### src/hw/mms_defs.svh
// Purpose: constants of the modulator mode selector
// Assumes: 200 MHz internal clock
// Notes:   times are printed figures; cycle counts derive from them
`ifndef MMS_DEFS_SVH
`define MMS_DEFS_SVH

`define MMS_CLK_MHZ       200
`define MMS_PULSES_NEEDED 4'h8
`define MMS_SPACING_MS    25
`define MMS_WINDOW_MS     250
`define MMS_ALERT_US      100
`define MMS_SPACING_CYC   (`MMS_SPACING_MS * 1000 * `MMS_CLK_MHZ)
`define MMS_WINDOW_CYC    (`MMS_WINDOW_MS * 1000 * `MMS_CLK_MHZ)
`define MMS_ALERT_CYC     (`MMS_ALERT_US * `MMS_CLK_MHZ)

`endif

### src/hw/mms_pkg.sv
// Purpose: types of the modulator mode selector
// Assumes: nothing
// Notes:   gray codes along init -> standalone -> bypass
package mms_pkg;

    typedef enum logic [1:0] {
        MMS_INIT         = 2'b00,
        MMS_STANDALONE   = 2'b01,
        MMS_BYPASS_SA    = 2'b11,
        MMS_BYPASS_FIXED = 2'b10
    } mms_mode_t;

endpackage

### src/hw/mms_pulse_window.sv
// Purpose: pulse spacing and activity window measurement
// Assumes: edge_seen is a one-cycle pulse per rising edge
// Notes:   takeover and stall are one-cycle pulses
`timescale 1ns/1ps
`include "mms_defs.svh"

module mms_pulse_window #(
    parameter int unsigned SPACING_CYC = `MMS_SPACING_CYC,
    parameter int unsigned WINDOW_CYC  = `MMS_WINDOW_CYC
) (
    input  wire logic clk,
    input  wire logic rstn,
    input  wire logic edge_seen,
    input  wire logic window_run,
    output logic      takeover,
    output logic      stall
);
    import mms_pkg::*;

    logic [31:0] gap_r;
    logic [3:0]  run_r;
    logic [31:0] win_r;
    logic [3:0]  win_cnt_r;
    logic        gap_open;
    logic        win_end;

    // ********************************************************
    // pulse spacing
    // ********************************************************
    // a gap that reaches the limit breaks the run of pulses
    // gap_r trails the true gap by one cycle, so a gap of exactly the limit is refused
    assign gap_open = (gap_r < SPACING_CYC - 32'h1);

    always_ff @(posedge clk or negedge rstn) begin
        if (!rstn) begin
            gap_r <= 32'h0;
        end else if (edge_seen) begin
            gap_r <= 32'h0;
        end else if (gap_open) begin
            gap_r <= gap_r + 32'h1;
        end
    end

    always_ff @(posedge clk or negedge rstn) begin
        if (!rstn) begin
            run_r <= 4'h0;
        end else if (edge_seen) begin
            if (run_r == 4'h0 || !gap_open) begin
                run_r <= 4'h1;
            end else if (run_r != `MMS_PULSES_NEEDED) begin
                run_r <= run_r + 4'h1;
            end
        end else if (!gap_open) begin
            run_r <= 4'h0;
        end
    end

    assign takeover = edge_seen && gap_open && (run_r == `MMS_PULSES_NEEDED - 4'h1);

    // ********************************************************
    // activity window
    // ********************************************************
    assign win_end = window_run && (win_r == WINDOW_CYC - 32'h1);

    always_ff @(posedge clk or negedge rstn) begin
        if (!rstn) begin
            win_r     <= 32'h0;
            win_cnt_r <= 4'h0;
        end else if (!window_run || win_end) begin
            win_r     <= 32'h0;
            win_cnt_r <= 4'h0;
        end else begin
            win_r <= win_r + 32'h1;
            if (edge_seen && win_cnt_r != `MMS_PULSES_NEEDED) begin
                win_cnt_r <= win_cnt_r + 4'h1;
            end
        end
    end

    // the edge of the final cycle still counts toward the window
    assign stall = win_end && ((win_cnt_r + {3'h0, edge_seen}) < `MMS_PULSES_NEEDED);
endmodule

### src/hw/mms_top.sv
// Purpose: choose the source that drives the load modulation switches
// Assumes: strap comparator and demodulator outputs are synchronous to clk
// Notes:   host_interrupt_n_i is kept for the pin model only
`timescale 1ns/1ps
`include "mms_defs.svh"

module mms_top #(
    parameter int unsigned SPACING_CYC   = `MMS_SPACING_CYC,
    parameter int unsigned WINDOW_CYC    = `MMS_WINDOW_CYC,
    parameter int unsigned ALERT_CYC     = `MMS_ALERT_CYC
) (
    input  wire logic        clk,
    input  wire logic        rstn,
    input  wire logic        modulation_config_strap,
    input  wire logic        mcu_modulation_input,
    input  wire logic        modulator_bit,
    input  wire logic        attention_cmd,
    output logic             load_switch_one,
    output logic             load_switch_two,
    input  wire logic        host_interrupt_n_i,
    output logic             host_interrupt_n_o,
    output logic             host_interrupt_n_oe,
    output mms_pkg::mms_mode_t mode
);
    import mms_pkg::*;

    mms_mode_t   mode_r;
    logic        meta_r;
    logic        sync_r;
    logic        sync_d_r;
    logic        edge_seen;
    logic        takeover;
    logic        stall;
    logic        switch_nxt;
    logic        switch_r;
    logic        switch_two_r;
    logic [31:0] alert_cnt_r;
    logic        alert_oe_r;
    logic        alert_seen_r;

    // ********************************************************
    // input synchroniser
    // ********************************************************
    always_ff @(posedge clk or negedge rstn) begin
        if (!rstn) begin
            meta_r   <= 1'b0;
            sync_r   <= 1'b0;
            sync_d_r <= 1'b0;
        end else begin
            meta_r   <= mcu_modulation_input;
            sync_r   <= meta_r;
            sync_d_r <= sync_r;
        end
    end

    assign edge_seen = sync_r && !sync_d_r;

    // ********************************************************
    // activity measurement
    // ********************************************************
    mms_pulse_window #(
        .SPACING_CYC (SPACING_CYC),
        .WINDOW_CYC  (WINDOW_CYC)
    ) u_window (
        .clk         (clk),
        .rstn        (rstn),
        .edge_seen   (edge_seen),
        .window_run  (mode_r == MMS_BYPASS_SA),
        .takeover    (takeover),
        .stall       (stall)
    );

    // ********************************************************
    // mode control
    // ********************************************************
    // strap is caught on the first edge after release, never under reset
    always_ff @(posedge clk or negedge rstn) begin
        if (!rstn) begin
            mode_r <= MMS_INIT;
        end else begin
            unique case (mode_r)
                MMS_INIT: begin
                    if (modulation_config_strap) begin
                        mode_r <= MMS_STANDALONE;
                    end else begin
                        mode_r <= MMS_BYPASS_FIXED;
                    end
                end
                MMS_STANDALONE: begin
                    if (takeover) begin
                        mode_r <= MMS_BYPASS_SA;
                    end
                end
                MMS_BYPASS_SA: begin
                    // the mcu holds control only by staying active
                    if (stall) begin
                        mode_r <= MMS_STANDALONE;
                    end
                end
                MMS_BYPASS_FIXED: begin
                    mode_r <= MMS_BYPASS_FIXED;
                end
            endcase
        end
    end

    // ********************************************************
    // load switch drive
    // ********************************************************
    always_comb begin
        unique case (mode_r)
            MMS_STANDALONE:   switch_nxt = modulator_bit;
            MMS_BYPASS_SA:    switch_nxt = sync_r;
            MMS_BYPASS_FIXED: switch_nxt = sync_r;
            MMS_INIT:         switch_nxt = 1'b0;
        endcase
    end

    // one flop per switch keeps each output straight from a register
    always_ff @(posedge clk or negedge rstn) begin
        if (!rstn) begin
            switch_r     <= 1'b0;
            switch_two_r <= 1'b0;
        end else begin
            switch_r     <= switch_nxt;
            switch_two_r <= switch_nxt;
        end
    end

    // ********************************************************
    // host interrupt
    // ********************************************************
    // a repeated command restarts the low time
    always_ff @(posedge clk or negedge rstn) begin
        if (!rstn) begin
            alert_cnt_r <= 32'h0;
            alert_oe_r  <= 1'b0;
        end else if (attention_cmd) begin
            alert_cnt_r <= ALERT_CYC - 32'h1;
            alert_oe_r  <= 1'b1;
        end else if (alert_cnt_r != 32'h0) begin
            alert_cnt_r <= alert_cnt_r - 32'h1;
        end else begin
            alert_oe_r  <= 1'b0;
        end
    end

    always_ff @(posedge clk or negedge rstn) begin
        if (!rstn) begin
            alert_seen_r <= 1'b0;
        end else if (attention_cmd) begin
            alert_seen_r <= 1'b1;
        end
    end

    assign load_switch_one     = switch_r;
    assign load_switch_two     = switch_two_r;
    assign host_interrupt_n_o  = 1'b0;
    assign host_interrupt_n_oe = alert_oe_r;
    assign mode                = mode_r;
endmodule

### config.mk
export PLATFORM = sky130hd
export DESIGN_NAME = mms_top
export DESIGN_NICKNAME = d
export VERILOG_FILES = /design/src/hw/mms_pkg.sv /design/src/hw/mms_pulse_window.sv /design/src/hw/mms_top.sv
export VERILOG_INCLUDE_DIRS = /design/src /design/src/hw
export SDC_FILE = /design/constraint.sdc
export NUM_CORES = 1
export LEC_CHECK = 0
export BUFFER_PORTS_ARGS = -buffer_cell sky130_fd_sc_hd__buf_2
export CAP_MARGIN = 20
export CORE_ASPECT_RATIO = 0.7
export CORE_MARGIN = 10
export CORE_UTILIZATION = 44
export DETAILED_ROUTE_END_ITERATION = 10
export PLACE_DENSITY_LB_ADDON = 0.08
export SYNTH_ARGS = -nofsm -noshare
export SYNTH_HDL_FRONTEND = slang
export SYNTH_HIERARCHICAL = 1
export SYNTH_SLANG_ARGS = --single-unit
### constraint.sdc
create_clock -name clk -period 5.8 [get_ports clk]
set_input_delay 0.29 -clock clk [delete_from_list [all_inputs] [get_ports clk]]
set_output_delay 0.29 -clock clk [all_outputs]
set_load 0.02 [all_outputs]
* Word-level counts from Yosys, hierarchy flattened
Cells that the tools add are included.
** Word-level totals
- Logic and storage cells :: 69
- Output and inout bits :: 6
- Bits of input ports :: 7
- Register bits :: 111
** Operators by class
- Add/subtract/negate cells :: 6
- Multiplexer cells :: 18
- $lt $le $gt $ge :: 2
- Eq/ne operators :: 12
- Reduce and logical (&&, ||, !) cells :: 20
** Operators by type and width (number)
- 32-bit 2-to-1 mux :: 5
- 32-bit by 1-bit adder with 32-bit output, second input constant :: 2
- 32-bit by 26-bit == test with 1-bit output, second input constant :: 1
- 32-bit by 23-bit < comparator with 1-bit output, second input constant :: 1
- 32-bit nonzero test :: 1
- 32-bit by 1-bit subtractor with 32-bit output, second input constant :: 1
- 4-bit 2-to-1 mux :: 6
- 4-bit by 1-bit adder with 4-bit output, second input constant :: 2
- 4-bit != test, second input constant :: 2
- 2-bit case mux with 4 select lines :: 1
- 1-bit logical AND :: 6
- 2-bit 2-to-1 mux :: 3
- 2-bit != test, second input constant :: 3
- 2-bit nonzero test :: 3
- 4-bit by 1-bit adder with 4-bit output :: 1
- 2-bit == test, second input constant :: 2
- 4-bit by 3-bit == test with 1-bit output, second input constant :: 1
- 4-bit logical NOT :: 1
- 4-bit < comparator, second input constant :: 1
- 2-bit AND reduction :: 2
- 1-bit logical NOT :: 3
- 3-bit != test, second input constant :: 1
- 1-bit case mux with 3 select lines :: 1
- 2-bit by 1-bit == test with 1-bit output, second input constant :: 1
- other kinds (5) :: 7

* Longest topological paths before layout
Gate-level depths: netlist of run 1.
- Depth in word-level cells :: 7
- Mapped depth :: 10
- Gate-level depth less buffers :: 8

* Hierarchy
Netlist of run 1, hierarchy kept.
** Modules (own cells, without submodules)
- mms_pulse_window :: times used 1, area each 3799.9 µm², cells an instance 398, sequential area each 1801.7 µm²
- mms_top :: times used 1, area each 2159.6 µm², cells an instance 210, sequential area each 975.9 µm²

* Least setup slack after synthesis of run 1
Ideal clock, no wire load.
- Kind :: reg-to-reg
- Start point :: register u_window.gap_r[10]
- End point :: register mode_r[0] (netlist: mode[0])
- Cell stages (with the launch flop) :: 10
- Library setup time :: 0.125 ns
- Data required time :: 5.675 ns
- Arrival :: 2.302 ns
- Path buffers :: 2
- Period minus slack after synthesis :: 2.427 ns
- Path slack :: 3.373 ns
- Cell sequence :: dfrtp_1 -> buf_6 -> a211o_1 -> a21o_1 -> a211o_4 -> buf_6 -> or2_1 -> nor4b_2 -> o22ai_1 -> mux2_2
** Between the ends
- Cells in the longest elaborated chain, start to end :: 5
** Ends and longest elaborated chain
- start, declared :: line mms_pulse_window.sv:20 : logic [31:0] gap_r;
- start signal, assigned :: line mms_pulse_window.sv:40 : gap_r <= gap_r + 32'h1;
- 32-bit by 23-bit < comparator with 1-bit output :: line mms_pulse_window.sv:32 : assign gap_open = (gap_r < SPACING_CYC - 32'h1);
- 1-bit logical AND (2 in series) :: line mms_pulse_window.sv:58 : assign takeover = edge_seen && gap_open && (run_r == `MMS_PULSES_NEEDED - 4'h1);
- named net takeover :: line mms_top.sv:32 : logic takeover;
- 2-bit != test (no source line)
- 2-bit AND reduction (no source line)
- end signal, assigned :: line mms_top.sv:79 : mode_r <= MMS_INIT;
- end signal, assigned :: line mms_top.sv:84 : mode_r <= MMS_STANDALONE;
- end signal, assigned :: line mms_top.sv:86 : mode_r <= MMS_BYPASS_FIXED;
- end, declared :: line mms_top.sv:27 : mms_mode_t mode_r;
The timed path passes the listed nets, and every way through them passes these cells.
A chain may end at the register's enable or synchronous reset.

* Worst setup path after layout of run 1
- Start point :: register u_window.gap_r[20]
- End point :: register mode_r[0] (netlist: mode[0])
Same word-level chain as after synthesis.

==> impl_metrics.yaml, run 1 <==
floorplan:
  placementRows: 35
  start_util_pct: 45.1
  die_w_microns: 159
  core_sq_um: 13200
  ioPinCount: 13
  die-height_microns: 117
  dieArea_sq_um: 18700
logic_synthesis:
  synth_edf_count: 0
  syn_area_per_cell_sq_um: 9.80
  syn-instance-count: 608
  ys_warn_count: 6
  synthDistinctLibCells: 69
  syn-num-nets: 626
  synth-seq-area-share_pct: 46.6
  ys_seq_elements: 111
  synthArstFlopShare_pct: 100
  synth_ff_type: "dfrtp_1"
  syn_area_sq_um: 5960
clocking:
  clkTransAtPathRegs_ns: 0.07
  ctsHtreeMaxLevel: 3
  cts_buffers: 9
  tritoncts: "built"
  post_cts_buffers: 0
  cts_root_buf: "clkbuf_16"
  ctsResizeCount: 0
  cts_buffer_depth: 2
  clock-sinks: 111
  clk_latency_ns: 0.35
critical_path:
  r2r_setup_slack_ns: 2.56
  cp_top_family: "simple AND/OR/NAND/NOR gates"
  path_buf_inv: 0
  cp_slowest_cell: "nor2_2"
  end_kind: "register"
  worst_ep_arrival_time_ns: 3.48
  crit_type: "register to register"
  required_ns: 6.04
  start_kind: "register"
  crit_path_max_fanout: 20
  path_cells: "nor4_1 -> nand4_1 -> nor2_2 -> or2_1 -> nor4b_2 -> o22ai_1 -> mux2_2"
  slowest_delay_ns: 0.78
sta:
  hold-worst-slack_ns: 0.0449
  slew_viol_final: 0
  layout_min_cycle_time_ns: 3.24
  finalHoldViolCount: 0
  setup-violations-final: 0
  rsz0062_at_grt: "no"
  final.setup_skew_ns: 0.00774
  finalCritPeriodShare_pct: 55.8
  maxSlewHeadroom_pct: 33.4
  worst_slack_ns: 2.56
  worst_slew_pin_slew_ns: 0.991
  fmax_mhz: 309
  tns_ns: 0
place:
  numPortBuffers: 10
  post_dp_cell_area_sq_um: 6150
  dp_hpwl_mm: 7.79
  dp_slack_ns: 2.59
  gp_congestion: 0.762
power:
  ir_drop_v: 0.000134
  leakagePower_nw: 2.65
  power_mw: 1.60
  p_per_area_nw_per_um2: 248
worst_hold_path:
  min_path_type: "primary input to register"
final_layout:
  diodes: 0
  drive_gt1_share_pct: 10.7
  syn_to_final_growth_pct: 8.50
  fillers: 1242
  layout_commonest_cell: "dfrtp_1"
  nets: 627
  layout_common_cells: "111 x dfrtp_1, 70 x nor2_1, 38 x a21oi_1"
  post-route-cell-area_sq_um: 6470
grt:
  antenna_found_initial: 0
  grt_pass1_wl_mm: 20.9
  gr-usage-all-layers_pct: 13.0
  overflow: 0
  grt_max_degree: 71
  grt_pass1_vias: 4250
route:
  drtIter0Drc: 287
  final_antenna_net_count: 0
  drc_errors: 0
  viasPerCell: 5.62
  first_pass_iters: 5
  wire_per_inst_microns: 14.9
  vias: 4487
  drt-total-wl_mm: 11.9
outcome:
  status: "completed"
job:
  max_cap_violations: 0
[report_power, final]
part           switching [mW]  total (mW)  internal [mW]
logic                  0.0830       0.139         0.0565
clock network           0.288       0.607          0.319
registers              0.0422       0.855          0.813
[layout make-up]
cell class / instances / area (sq um) / area share (%)
Multi-Input combinational cell: 455 / 2990 / 46.2
Sequential cell: 111 / 2780 / 43.0
Clock buffer: 11 / 253 / 3.91
Tap cell: 185 / 231 / 3.58
Timing Repair Buffer: 15 / 113 / 1.74
Inverter: 17 / 63.8 / 0.987
Clock inverter: 5 / 41.3 / 0.639
[kinds of logic (layout without fill, tap and decap cells)]
logic type	after synthesis	in the layout	share of synthesized area [%]
DFF	111	111	46.6
buffers and inverters	42	48	3.32
AOI/OAI and AO/OA	118	118	13.1
and+or+nand+nor	278	278	27.5
adders and majority gates	11	11	2.31
xor gates and xnor gates	40	40	5.88
muxes	7	7	1.26
other	1	1	0.0629
[synthesized netlist by cell type (2+ instances only)]
| cell | number | area, sq um |
|---|---|---|
| dfrtp_1 | 111 | 2780 |
| nor2_1 | 70 | 263 |
| a21oi_1 | 38 | 190 |
| nand2_1 | 35 | 131 |
| or3_1 | 26 | 163 |
| nand3_1 | 25 | 125 |
| o21ai_0 | 25 | 125 |
| xor2_1 | 24 | 210 |
| nand4_1 | 20 | 125 |
| clkbuf_1 | 17 | 63.8 |
| inv_1 | 16 | 60.1 |
| xnor2_1 | 16 | 140 |
| nor2b_1 | 15 | 93.8 |
| o31ai_1 | 13 | 97.6 |
| or4_1 | 13 | 97.6 |
| nor4_1 | 12 | 75.1 |
| ha_1 | 11 | 138 |
| and3_1 | 10 | 62.6 |
| nor3_1 | 8 | 40.0 |
| and4_1 | 7 | 61.3 |
| o2111ai_1 | 7 | 61.3 |
| o21ai_1 | 7 | 35.0 |
| o211ai_1 | 6 | 45.0 |
| and2_1 | 5 | 31.3 |
| buf_6 | 4 | 45.0 |
| nor4_2 | 4 | 50.1 |
| a211o_1 | 3 | 26.3 |
| a21oi_2 | 3 | 26.3 |
| mux2_2 | 3 | 33.8 |
| mux2i_1 | 3 | 30.0 |
| nor4_4 | 3 | 63.8 |
| nor4bb_1 | 3 | 30.0 |
| or4_4 | 3 | 33.8 |
| a31o_1 | 2 | 17.5 |
| a31oi_1 | 2 | 12.5 |
| buf_4 | 2 | 15.0 |
| nand2b_1 | 2 | 12.5 |
| nor3_2 | 2 | 20.0 |
| or2_2 | 2 | 12.5 |
[repair_timing]
| action | in CTS | in global routing |
|---|---|---|
| endpoints found under the hold margin | 41 | 0 |
| setup endpoints to repair | 0 | 0 |
| hold buffers | 1 | 0 |
[metal layers]
metal | wire (microns) | global-route usage (%)
met1 | 6310 | 18.7
met2 | 5120 | 18.9
met3 | 369 | 3.07
met4 | 113 | 3.35
met5 | 0 | 0
[sequential cells by signal (all words and copies together) (netlist names)]
| signal | cells |
|---|---|
| alert_cnt_r | 32 |
| u_window/gap_r | 32 |
| u_window/win_r | 32 |
| u_window/run_r | 4 |
| u_window/win_cnt_r | 4 |
| mode | 2 |
| host_interrupt_n_oe | 1 |
| load_switch_two | 1 |
| meta_r | 1 |
| sync_d_r | 1 |
| sync_r | 1 |
[through the flow]
step           util [%]  std cells
3_5_place_dp       46.5        781
6_report           48.9        799
5_1_grt            48.9        799
4_1_cts            48.8        798
2_1_floorplan         -        608
3_3_place_gp       46.3        780
[path summary, 6_finish.rpt]
check,start,end,cells after the start
max in group asynchronous,rstn,alert_cnt_r[13]$_DFFE_PN0P_,3
min in group asynchronous,rstn,load_switch_two$_DFF_PN0_,2
setup reg to reg,u_window/gap_r[20]$_DFFE_PN0P_,mode[0]$_DFFE_PN0P_,7
hold reg to reg,meta_r$_DFF_PN0_,sync_r$_DFF_PN0_,0
hold / removal,mcu_modulation_input,meta_r$_DFF_PN0_,1
setup / recovery,u_window/gap_r[20]$_DFFE_PN0P_,mode[0]$_DFFE_PN0P_,7
Note: power is estimated with default switching activity, not from simulation.
==> run 2: changes to the inputs <==
==> constraint.sdc (replaced) <==
create_clock -name clk -period 2.8 [get_ports clk]
set_input_delay 0.14 -clock clk [delete_from_list [all_inputs] [get_ports clk]]
set_output_delay 0.14 -clock clk [all_outputs]
set_load 0.02 [all_outputs]
==> run 2 against run 1 <==
Maximum frequency grew 34%; combinational power grew 110%; utilization grew 0.74 points; largest cell class unchanged.
==> impl_metrics.yaml, run 2 (synthesis results as in run 1) <==
place:
  numPortBuffers: 10
  post_dp_cell_area_sq_um: 6240
  dp_hpwl_mm: 7.90
  dp_slack_ns: 0.360
  gp_congestion: 0.810
power:
  p_per_area_nw_per_um2: 511
  leakagePower_nw: 2.72
  ir_drop_v: 0.000301
sta:
  worst_slack_ns: 0.376
  tns_ns: 0
  final.setup_skew_ns: 0.00731
  layout_min_cycle_time_ns: 2.42
  rsz0062_at_grt: "no"
  setup-violations-final: 0
  slew_viol_final: 0
  finalCritPeriodShare_pct: 86.6
  finalHoldViolCount: 0
  maxSlewHeadroom_pct: 59.0
  worst_slew_pin_slew_ns: 0.615
  fmax_mhz: 413
worst_hold_path:
  min_to: "mode[1]$_DFFE_PN0P_"
  hp-start: "modulation_config_strap"
  min_path_type: "primary input to register"
  hold_depth: 4
clocking:
  clkTransAtPathRegs_ns: 0.08
  post_cts_buffers: 0
  tritoncts: "built"
  cts_root_buf: "clkbuf_16"
  clk_latency_ns: 0.35
  cts_buffers: 9
  clock-sinks: 111
  cts_buffer_depth: 2
  postCtsHoldBufs: 3
  ctsHtreeMaxLevel: 3
  ctsResizeCount: 0
floorplan:
  die-height_microns: 117
  placementRows: 35
  ioPinCount: 13
  dieArea_sq_um: 18700
  start_util_pct: 45.1
  core_sq_um: 13200
  die_w_microns: 159
grt:
  antenna_found_initial: 0
  grt_max_degree: 90
  gr-usage-all-layers_pct: 13.0
  grt_pass1_wl_mm: 20.8
  overflow: 0
  grt_pass1_vias: 4244
outcome:
  status: "completed"
job:
  max_cap_violations: 0
route:
  drtIter0Drc: 256
  viasPerCell: 5.53
  first_pass_iters: 4
  final_antenna_net_count: 0
  drt-total-wl_mm: 12.1
  drc_errors: 0
  vias: 4493
  wire_per_inst_microns: 14.9
final_layout:
  diodes: 0
  drive_gt1_share_pct: 12.4
  syn_to_final_growth_pct: 10.1
  fillers: 1251
  post-route-util_pct: 49.6
  post-route-cell-area_sq_um: 6560
  layout_commonest_cell: "dfrtp_1"
  nets: 641
  layout_common_cells: "111 x dfrtp_1, 70 x nor2_1, 38 x a21oi_1"
  top_regs: "alert_cnt_r x32, u_window/gap_r x32, u_window/win_r x32"
critical_path:
  worst_ep_arrival_time_ns: 2.67
  start_kind: "register"
  end_kind: "register"
  r2r-start: "u_window/gap_r[11]$_DFFE_PN0P_"
  crit_type: "register to register"
  crit_path_max_fanout: 7
  r2r_cells: 7
  required_ns: 3.04
  r2r_end: "mode[0]$_DFFE_PN0P_"
  r2r_setup_slack_ns: 0.38
[run 2: cell count changes in the layout (fill, tap and decap cells not counted), sizes merged]
cell,change
clkinv,-1
inv,+2
dlygate4sd3,+2
clkbuf,-2
buf,+13
[run 2: where the power goes]
part           switching (mW)  total [mW]  internal, mW
logic                   0.175       0.298         0.122
registers              0.0891        1.77          1.68
clock network           0.638        1.28         0.643
[run 2: worst max-delay path, stage by stage, from the launching register on]
cell	delay, ns
dfrtp_1	0.45
a211o_1	0.31
a21o_1	0.19
a211o_4	0.33
or2_1	0.29
nor4b_2	0.29
o22ai_1	0.16
mux2_2	0.30
[run 2: cell type report]
type,count,area [sq um],share of cell area [%]
Clock buffer,10,239,3.64
Timing Repair Buffer,29,215,3.28
Sequential cell,111,2780,42.3
Multi-Input combinational cell,455,2990,45.5
Clock inverter,6,50.0,0.762
Inverter,17,63.8,0.972
Tap cell,185,231,3.53
[run 2: metal layers]
| layer | GRT usage [%] | routed length [microns] |
|---|---|---|
| met5 | 0 | 0 |
| met1 | 18.8 | 6510 |
| met4 | 3.29 | 127 |
| met2 | 18.7 | 5140 |
| met3 | 3.21 | 315 |
[run 2: worst max-delay path by stage]
| stage | startpoint | end | slack, ns |
|---|---|---|---|
| 2_1_floorplan | u_window/gap_r[10]$_DFFE_PN0P_ | mode[0]$_DFFE_PN0P_ | 0.37 |
| 3_3_place_gp | u_window/gap_r[11]$_DFFE_PN0P_ | mode[0]$_DFFE_PN0P_ | 0.38 |
| 3_5_place_dp | u_window/gap_r[11]$_DFFE_PN0P_ | mode[0]$_DFFE_PN0P_ | 0.36 |
| 4_1_cts | u_window/gap_r[11]$_DFFE_PN0P_ | mode[0]$_DFFE_PN0P_ | 0.35 |
| 5_1_grt | u_window/gap_r[11]$_DFFE_PN0P_ | mode[0]$_DFFE_PN0P_ | 0.29 |
| 6_report | u_window/gap_r[11]$_DFFE_PN0P_ | mode[0]$_DFFE_PN0P_ | 0.38 |
[run 2: stage by stage]
step / hold slack [ns] / total power, mW / std cells
final: 0.0884 / 3.35 / 813
after global routing: 0.107 / 3.52 / 813
after CTS: 0.0780 / 3.40 / 813
after detailed placement: 0.0638 / 2.10 / 794
after global placement: 0.0647 / 2.08 / 794
after floorplan: -0.156 / 1.99 / 608
